[config.mk]
export PLATFORM = sky130hd
export DESIGN_NAME = ccx_exec_top
export DESIGN_NICKNAME = d
export VERILOG_FILES = /design/src/shared/ccx_pkg.sv /design/src/logic/ccx_decode.sv /design/src/logic/ccx_exec_top.sv
export SDC_FILE = /design/constraint.sdc
export NUM_CORES = 1
export LEC_CHECK = 0
export BUFFER_PORTS_ARGS = -buffer_cell sky130_fd_sc_hd__buf_2
export CAP_MARGIN = 15
export CORE_ASPECT_RATIO = 1.5
export CORE_MARGIN = 2
export CORE_UTILIZATION = 25
export CTS_CLUSTER_SIZE = 8
export DETAILED_ROUTE_END_ITERATION = 7
export SYNTH_ARGS = -nofsm -noshare
export SYNTH_HDL_FRONTEND = slang
export SYNTH_SLANG_ARGS = --single-unit
[constraint.sdc]
create_clock -name clk -period 1.7 [get_ports clk]
set_input_delay 0.17 -clock clk [delete_from_list [all_inputs] [get_ports clk]]
set_output_delay 0.17 -clock clk [all_outputs]
set_load 0.005 [all_outputs]
[src/shared/ccx_pkg.sv]
package ccx_pkg;
   // Opcode patterns
   localparam logic [3:0] CCX_CALL_TOP = 4'h9;
   localparam logic [6:0] CCX_CLEAR_FILE_TOP = 7'h03;
   localparam logic [11:0] CCX_CLEAR_WORK_CODE = 12'h040;
   localparam logic [11:0] CCX_WDOG_CLEAR_CODE = 12'h004;
   // Widths and stack depth
   localparam int CCX_PC_W = 11;
   localparam int CCX_DATA_W = 16;
   localparam int CCX_ADDR_W = 4;
   localparam int CCX_STACK_DEPTH = 2;
   // Register offsets
   localparam logic [3:0] CCX_REG_CTRL = 4'h0;
   localparam logic [3:0] CCX_REG_STATUS = 4'h1;
   localparam logic [3:0] CCX_REG_PC = 4'h2;
   localparam logic [3:0] CCX_REG_WORK = 4'h3;
   localparam logic [3:0] CCX_REG_WDOG = 4'h4;
   localparam logic [3:0] CCX_REG_PRESC = 4'h5;
   localparam logic [3:0] CCX_REG_STACK = 4'h6;
   // Field positions
   localparam int CCX_CTRL_PSA_BIT = 0;
   localparam int CCX_CTRL_PAGE_LO = 1;
   localparam int CCX_STAT_Z_BIT = 0;
   localparam int CCX_STAT_PWRDN_BIT = 1;
   localparam int CCX_STAT_TIMEOUT_BIT = 2;
   // Reset values
   localparam logic [10:0] CCX_PC_RESET = 11'h000;
   localparam logic [7:0] CCX_ZERO8 = 8'h00;
   localparam logic [1:0] CCX_PAGE_RESET = 2'h0;
   localparam logic CCX_PSA_RESET = 1'b0;

   typedef enum logic [2:0] {
      CCX_OP_NONE = 3'b000,
      CCX_OP_CALL = 3'b001,
      CCX_OP_CLEAR_FILE = 3'b010,
      CCX_OP_CLEAR_WORK = 3'b011,
      CCX_OP_WDOG_CLEAR = 3'b100
   } ccx_op_type;

   typedef struct packed {
      ccx_op_type op;
      logic [7:0] target;
      logic [4:0] faddr;
   } ccx_dec_type;
endpackage : ccx_pkg

[src/logic/ccx_decode.sv]
`timescale 1ns/1ns
module ccx_decode
   import ccx_pkg::*;
(
   input wire logic [11:0] instr, // Instruction word
   output ccx_dec_type dec // Decoded operation
);
   always_comb begin
      dec.op = CCX_OP_NONE;
      dec.target = instr[7:0];
      dec.faddr = instr[4:0];
      if (instr[11:8] == CCX_CALL_TOP) begin
         dec.op = CCX_OP_CALL; // [RQ1]
      end else if (instr[11:5] == CCX_CLEAR_FILE_TOP) begin
         dec.op = CCX_OP_CLEAR_FILE; // [RQ4]
      end else if (instr == CCX_CLEAR_WORK_CODE) begin
         dec.op = CCX_OP_CLEAR_WORK; // [RQ5]
      end else if (instr == CCX_WDOG_CLEAR_CODE) begin
         dec.op = CCX_OP_WDOG_CLEAR; // [RQ6]
      end
   end
endmodule : ccx_decode

[src/logic/ccx_exec_top.sv]
// Notes on behaviour
// [RQ1] Call pushes next address onto stack
// [RQ2] Call loads k, page bits, clears bit 8
// [RQ3] Call takes two cycles, flags untouched
// [RQ4] Clear file register zeroes it, sets zero
// [RQ5] Clear working register zeroes it, sets zero
// [RQ6] Watchdog clear zeroes watchdog counter
// [RQ7] Also zeroes prescaler when assigned to watchdog
// [RQ8] Watchdog clear sets timeout and powerdown flags
`timescale 1ns/1ns
module ccx_exec_top
   import ccx_pkg::*;
#(
   parameter int PC_W = CCX_PC_W,
   parameter int DEPTH = CCX_STACK_DEPTH
)(
   input wire logic clk, // Clock, 100 MHz
   input wire logic reset_n, // Async reset, active low
   input wire logic instr_valid, // Instruction offered
   input wire logic [11:0] instr, // Instruction word
   output logic instr_ready, // Core can take an instruction
   input wire logic watchdog_tick, // Watchdog counter advance
   input wire logic prescaler_tick, // Prescaler advance
   input wire logic [CCX_ADDR_W-1:0] bus_addr, // Register address
   input wire logic [CCX_DATA_W-1:0] bus_wdata, // Write data
   input wire logic bus_wr, // Write strobe
   input wire logic bus_rd, // Read strobe
   output logic [CCX_DATA_W-1:0] bus_rdata_ff, // Read data, cycle after strobe
   output logic freg_wr_ff, // File register write pulse
   output logic [4:0] freg_addr_ff, // File register address
   output logic [7:0] freg_data_ff, // File register data
   output logic [PC_W-1:0] pc_ff // Program counter
);
   ////////////////////////////////////////////////////////////////////////
   ccx_dec_type dec;
   logic take;
   logic call_busy_ff, nxt_call_busy;
   logic [PC_W-1:0] nxt_pc;
   logic [PC_W-1:0] stack_ff [DEPTH];
   logic [PC_W-1:0] nxt_stack [DEPTH];
   logic [7:0] work_ff, nxt_work;
   logic zero_ff, nxt_zero;
   logic timeout_flag_n_ff, nxt_timeout_flag_n;
   logic powerdown_flag_n_ff, nxt_powerdown_flag_n;
   logic [7:0] watchdog_counter_ff, nxt_watchdog_counter;
   logic [7:0] presc_ff, nxt_presc;
   logic psa_ff, nxt_psa;
   logic [1:0] page_ff, nxt_page;
   logic nxt_freg_wr;
   logic [4:0] nxt_freg_addr;
   logic [CCX_DATA_W-1:0] nxt_rdata;

   ccx_decode u_decode (
      .instr(instr),
      .dec(dec)
   );

   // Second call cycle is a dead fetch slot
   assign instr_ready = ~call_busy_ff; // [RQ3]
   assign take = instr_valid & instr_ready;

   ////////////////////////////////////////////////////////////////////////
   // Program counter and return stack
   always_comb begin
      nxt_pc = pc_ff;
      nxt_call_busy = 1'b0;
      for (int i = 0; i < DEPTH; i++) begin
         nxt_stack[i] = stack_ff[i];
      end
      if (take) begin
         nxt_pc = PC_W'(pc_ff + 1'b1);
         if (dec.op == CCX_OP_CALL) begin
            nxt_stack[0] = PC_W'(pc_ff + 1'b1); // [RQ1]
            for (int i = 1; i < DEPTH; i++) begin
               nxt_stack[i] = stack_ff[i-1];
            end
            nxt_pc = PC_W'({page_ff, 1'b0, dec.target}); // [RQ2]
            nxt_call_busy = 1'b1; // [RQ3]
         end
      end
   end

   always_ff @(posedge clk or negedge reset_n) begin
      if (!reset_n) begin
         pc_ff <= PC_W'(CCX_PC_RESET);
         call_busy_ff <= 1'b0;
         for (int i = 0; i < DEPTH; i++) begin
            stack_ff[i] <= PC_W'(CCX_PC_RESET);
         end
      end else begin
         pc_ff <= nxt_pc;
         call_busy_ff <= nxt_call_busy;
         stack_ff <= nxt_stack;
      end
   end

   ////////////////////////////////////////////////////////////////////////
   // Working register, flags, watchdog, prescaler, control
   always_comb begin
      nxt_work = work_ff;
      nxt_zero = zero_ff;
      nxt_timeout_flag_n = timeout_flag_n_ff;
      nxt_powerdown_flag_n = powerdown_flag_n_ff;
      nxt_watchdog_counter = watchdog_tick ? 8'(watchdog_counter_ff + 1'b1) : watchdog_counter_ff;
      nxt_presc = prescaler_tick ? 8'(presc_ff + 1'b1) : presc_ff;
      nxt_psa = psa_ff;
      nxt_page = page_ff;
      nxt_freg_wr = 1'b0;
      nxt_freg_addr = freg_addr_ff;
      // Software writes first, instruction effects override
      if (bus_wr) begin
         case (bus_addr)
            CCX_REG_CTRL: begin
               nxt_psa = bus_wdata[CCX_CTRL_PSA_BIT];
               nxt_page = bus_wdata[CCX_CTRL_PAGE_LO +: 2];
            end
            CCX_REG_STATUS: begin
               nxt_zero = bus_wdata[CCX_STAT_Z_BIT];
               nxt_powerdown_flag_n = bus_wdata[CCX_STAT_PWRDN_BIT];
               nxt_timeout_flag_n = bus_wdata[CCX_STAT_TIMEOUT_BIT];
            end
            CCX_REG_WORK: begin
               nxt_work = bus_wdata[7:0];
            end
            default: begin
            end
         endcase
      end
      if (take) begin
         case (dec.op)
            CCX_OP_CLEAR_FILE: begin
               nxt_freg_wr = 1'b1; // [RQ4]
               nxt_freg_addr = dec.faddr;
               nxt_zero = 1'b1; // [RQ4]
            end
            CCX_OP_CLEAR_WORK: begin
               nxt_work = CCX_ZERO8; // [RQ5]
               nxt_zero = 1'b1; // [RQ5]
            end
            CCX_OP_WDOG_CLEAR: begin
               nxt_watchdog_counter = CCX_ZERO8; // [RQ6]
               if (psa_ff) begin
                  nxt_presc = CCX_ZERO8; // [RQ7]
               end
               nxt_timeout_flag_n = 1'b1; // [RQ8]
               nxt_powerdown_flag_n = 1'b1; // [RQ8]
            end
            default: begin
            end
         endcase
      end
   end

   always_ff @(posedge clk or negedge reset_n) begin
      if (!reset_n) begin
         work_ff <= CCX_ZERO8;
         zero_ff <= 1'b0;
         timeout_flag_n_ff <= 1'b1;
         powerdown_flag_n_ff <= 1'b1;
         watchdog_counter_ff <= CCX_ZERO8;
         presc_ff <= CCX_ZERO8;
         psa_ff <= CCX_PSA_RESET;
         page_ff <= CCX_PAGE_RESET;
         freg_wr_ff <= 1'b0;
         freg_addr_ff <= 5'h00;
         freg_data_ff <= CCX_ZERO8;
      end else begin
         work_ff <= nxt_work;
         zero_ff <= nxt_zero;
         timeout_flag_n_ff <= nxt_timeout_flag_n;
         powerdown_flag_n_ff <= nxt_powerdown_flag_n;
         watchdog_counter_ff <= nxt_watchdog_counter;
         presc_ff <= nxt_presc;
         psa_ff <= nxt_psa;
         page_ff <= nxt_page;
         freg_wr_ff <= nxt_freg_wr;
         freg_addr_ff <= nxt_freg_addr;
         freg_data_ff <= CCX_ZERO8; // [RQ4]
      end
   end

   ////////////////////////////////////////////////////////////////////////
   // Register read port
   always_comb begin
      nxt_rdata = '0;
      if (bus_rd) begin
         case (bus_addr)
            CCX_REG_CTRL: nxt_rdata = CCX_DATA_W'({page_ff, psa_ff});
            CCX_REG_STATUS: nxt_rdata = CCX_DATA_W'({timeout_flag_n_ff, powerdown_flag_n_ff, zero_ff});
            CCX_REG_PC: nxt_rdata = CCX_DATA_W'(pc_ff);
            CCX_REG_WORK: nxt_rdata = CCX_DATA_W'(work_ff);
            CCX_REG_WDOG: nxt_rdata = CCX_DATA_W'(watchdog_counter_ff);
            CCX_REG_PRESC: nxt_rdata = CCX_DATA_W'(presc_ff);
            CCX_REG_STACK: nxt_rdata = CCX_DATA_W'(stack_ff[0]);
            default: nxt_rdata = '0;
         endcase
      end
   end

   always_ff @(posedge clk or negedge reset_n) begin
      if (!reset_n) begin
         bus_rdata_ff <= '0;
      end else begin
         bus_rdata_ff <= nxt_rdata;
      end
   end
endmodule : ccx_exec_top

==> impl_metrics.py <==
metrics = {
    "status": {
        "status": "finished clean",
    },
    "timing": {
        "finalHoldViolations": 0,
        "maxSlewHeadroom_pct": 65.4,
        "drv_slew": 0,
        "worstMarginPinSlew_ns": 0.517,
        "setup-tns-final_ns": 0,
        "finalCriticalPeriod_ns": 1.56,
        "max_freq_mhz": 641,
        "skew_ns": 0.00918,
        "finalCritPeriodShare_pct": 91.8,
        "timing.final.ws_setup_ns": 0.139,
        "setup_viol": 0,
        "rsz0062_at_grt": "false",
    },
    "cts": {
        "htreeDepth": 3,
        "cts_root_buf": "clkbuf_16",
        "cts_buffers": 9,
        "clock_latency_ns": 0.34,
        "clk_path_buf_depth": 2,
        "post_cts_buffers": 0,
        "cts_tree": "built",
        "cts_num_sinks": 70,
        "cts.reportedPaths.clkPinSlew_ns": 0.06,
    },
    "drt": {
        "drc": 0,
        "postRouteAntennaNets": 0,
        "num_vias": 3039,
        "vias_per_cell": 4.84,
        "drt_iter0_drc": 243,
        "dr.pass1.iters": 6,
        "routed_wl_um": 9870,
        "met3WireLength_um": 497,
        "wl_met1_um": 3830,
        "wl_met2_um": 5220,
        "highest_layer": "met4",
        "wl_per_cell_um": 15.7,
    },
    "grt": {
        "overflow": 0,
        "grt_pass1_vias": 2972,
        "grt_pass1_wl_um": 15800,
        "grt_max_degree": 33,
        "antenna_found_initial": 0,
        "grtUsageTotal_pct": 13.5,
    },
    "synthesis": {
        "syn_inst": 362,
        "synth_top_cell_by_area": "dfrtp_1",
        "synth_top_area_share_pct": 47.3,
        "synth_edf_count": 0,
        "synth_cell_types": 55,
        "yosys_warnings": 0,
        "synth_flop_cell": "dfrtp_1",
        "synth-async-reset-ratio_pct": 100,
        "yosysSeqAreaShare_pct": 48.7,
        "avgSynthCellArea_um2": 9.94,
        "ys_seq_elements": 70,
        "synth.area.top_cells": "dfrtp_1, nand2_1, a21oi_1",
        "syn_area_um2": 3600,
    },
    "flow_run": {
        "max_cap_violations": 0,
    },
    "layout": {
        "layout_commonest_cell": "dfrtp_1",
        "areaGrowthSynthToFinish_pct": 24.4,
        "diodes": 0,
        "mostFrequentLayoutCells": "dfrtp_1, buf_2, nand2_1",
        "drive_gt1_share_pct": 27.1,
        "design_area_um2": 4480,
        "nets": 473,
        "fill_cells": 1496,
    },
    "place": {
        "dpl_worst_slack_ns": 0.0517,
        "dpl.hpwl_um": 7650,
        "placed_cell_area_um2": 4170,
        "port_buffers": 59,
        "place_congestion": 0.872,
    },
    "power": {
        "cellLeakagePower_uw": 0.00200,
        "p_per_area_nw_per_um2": 1330,
        "vdd_drop_max_mv": 0.626,
        "total_power_uw": 5950,
    },
    "worst_setup_path": {
        "crit_path_max_fanout": 18,
        "crit_type": "reg2reg",
        "crit_path_start_kind": "register",
        "endpoint_kind": "register",
        "worst_ep_arrival_time_ns": 1.76,
        "ff2ff_setup_slack_ns": 0.14,
        "worstPathRequired_ns": 1.90,
    },
    "worst_hold_path": {
        "min_path_type": "in2reg",
    },
    "die": {
        "io-pin-count": 81,
        "die_area_um2": 15400,
        "start_util_pct": 25.6,
        "core_um2": 14100,
        "rows": 53,
        "die-height_um": 151,
        "die_width_um": 102,
    },
}
layout make-up:
type | instances | area (um2) | share of cell area (%)
multi-input cells | 263 | 1660 | 37.0
clock inverters | 3 | 42.5 | 0.950
clock buffers | 13 | 260 | 5.81
inverters | 5 | 18.8 | 0.419
flip-flops and latches | 70 | 1750 | 39.2
well taps | 192 | 240 | 5.36
repair buffers | 82 | 508 | 11.3
cell families after synthesis:
kind of cell               count (synthesis)  share of synthesized area (%)
buffers and inverters                     41                           6.74
and+or+nand+nor                          125                           18.6
adders and majority gates                  3                           1.04
AOI/OAI and AO/OA                         88                           15.8
DFF                                       70                           48.7
muxes                                     12                           3.62
other                                      1                          0.104
xor gates and xnor gates                  22                           5.35
cell usage after synthesis, drive strengths merged (2+ instances only):
cell,instances
a211o,4
a21oi,30
a222oi,7
a22o,2
a22oi,11
a2bb2oi,3
a31oi,5
and3,4
and4b,2
buf,25
clkbuf,11
dfrtp,68
dfstp,2
ha,3
inv,5
mux2,8
mux2i,4
nand2,46
nand2b,4
nand3,18
nand3b,3
nand4,5
nor2,20
nor3,7
nor3b,2
nor4,4
o21ai,18
o22ai,4
or3,3
xnor2,13
xor2,9
what timing repair did:
item	4_1_cts	5_1_grt
hold buffers	1	0
hold endpoints to repair	15	0
resized for setup	0	1
endpoints found under the setup margin	0	7
power breakdown:
part / switching [uW] / leakage [uW] / internal (uW) / total, uW
clock: 696 / 0.000146 / 1210 / 1910
combinational: 744 / 0.000964 / 703 / 1450
sequential: 478 / 0.000893 / 2120 / 2600
total: 1920 / 0.00200 / 4040 / 5950
final timing paths:
kind,cells past startpoint,endpoint,startpoint
max,5,presc_ff[4]$_DFF_PN0_,call_busy_ff$_DFF_PN0_
min,2,freg_addr_ff[4]$_DFFE_PN0P_,instr[4]
max reg2reg,5,presc_ff[4]$_DFF_PN0_,call_busy_ff$_DFF_PN0_
min reg2reg,2,stack_ff[19]$_DFFE_PN0P_,stack_ff[19]$_DFFE_PN0P_
max in group asynchronous,3,bus_rdata_ff[7]$_DFF_PN0_,reset_n
min in group asynchronous,2,page_ff[0]$_DFFE_PN0P_,reset_n
stage by stage:
stage	util [%]	hold slack, ns	instances
final	31.9	0.100	628
after global routing	31.9	0.106	628
after CTS	31.9	0.0867	628
after detailed placement	29.6	0.175	611
after global placement	29.6	0.157	611
after floorplan	-	-0.126	374
critical path, stage by stage, from the launching register on:
cell	delay (ns)
dfrtp_1	0.40
nand2b_1	0.23
nor4_4	0.23
and4b_2	0.32
buf_12	0.16
a21oi_1	0.08
sequential cells by signal, indices dropped and copies added, names as in the netlist, 2 cells and up:
register and count:
stack_ff 11, freg_addr_ff 5, bus_rdata_ff 11, work_ff 8
watchdog_counter_ff 8, presc_ff 8, pc_ff 11, page_ff 2
per-layer routing:
layer,vias up,GRT usage [%]
li1,1416,-
met1,1501,15.3
met2,101,23.5
met3,21,3.05
met4,0,6.60
met5,-,0
Note: power is estimated with default switching activity, not from simulation.
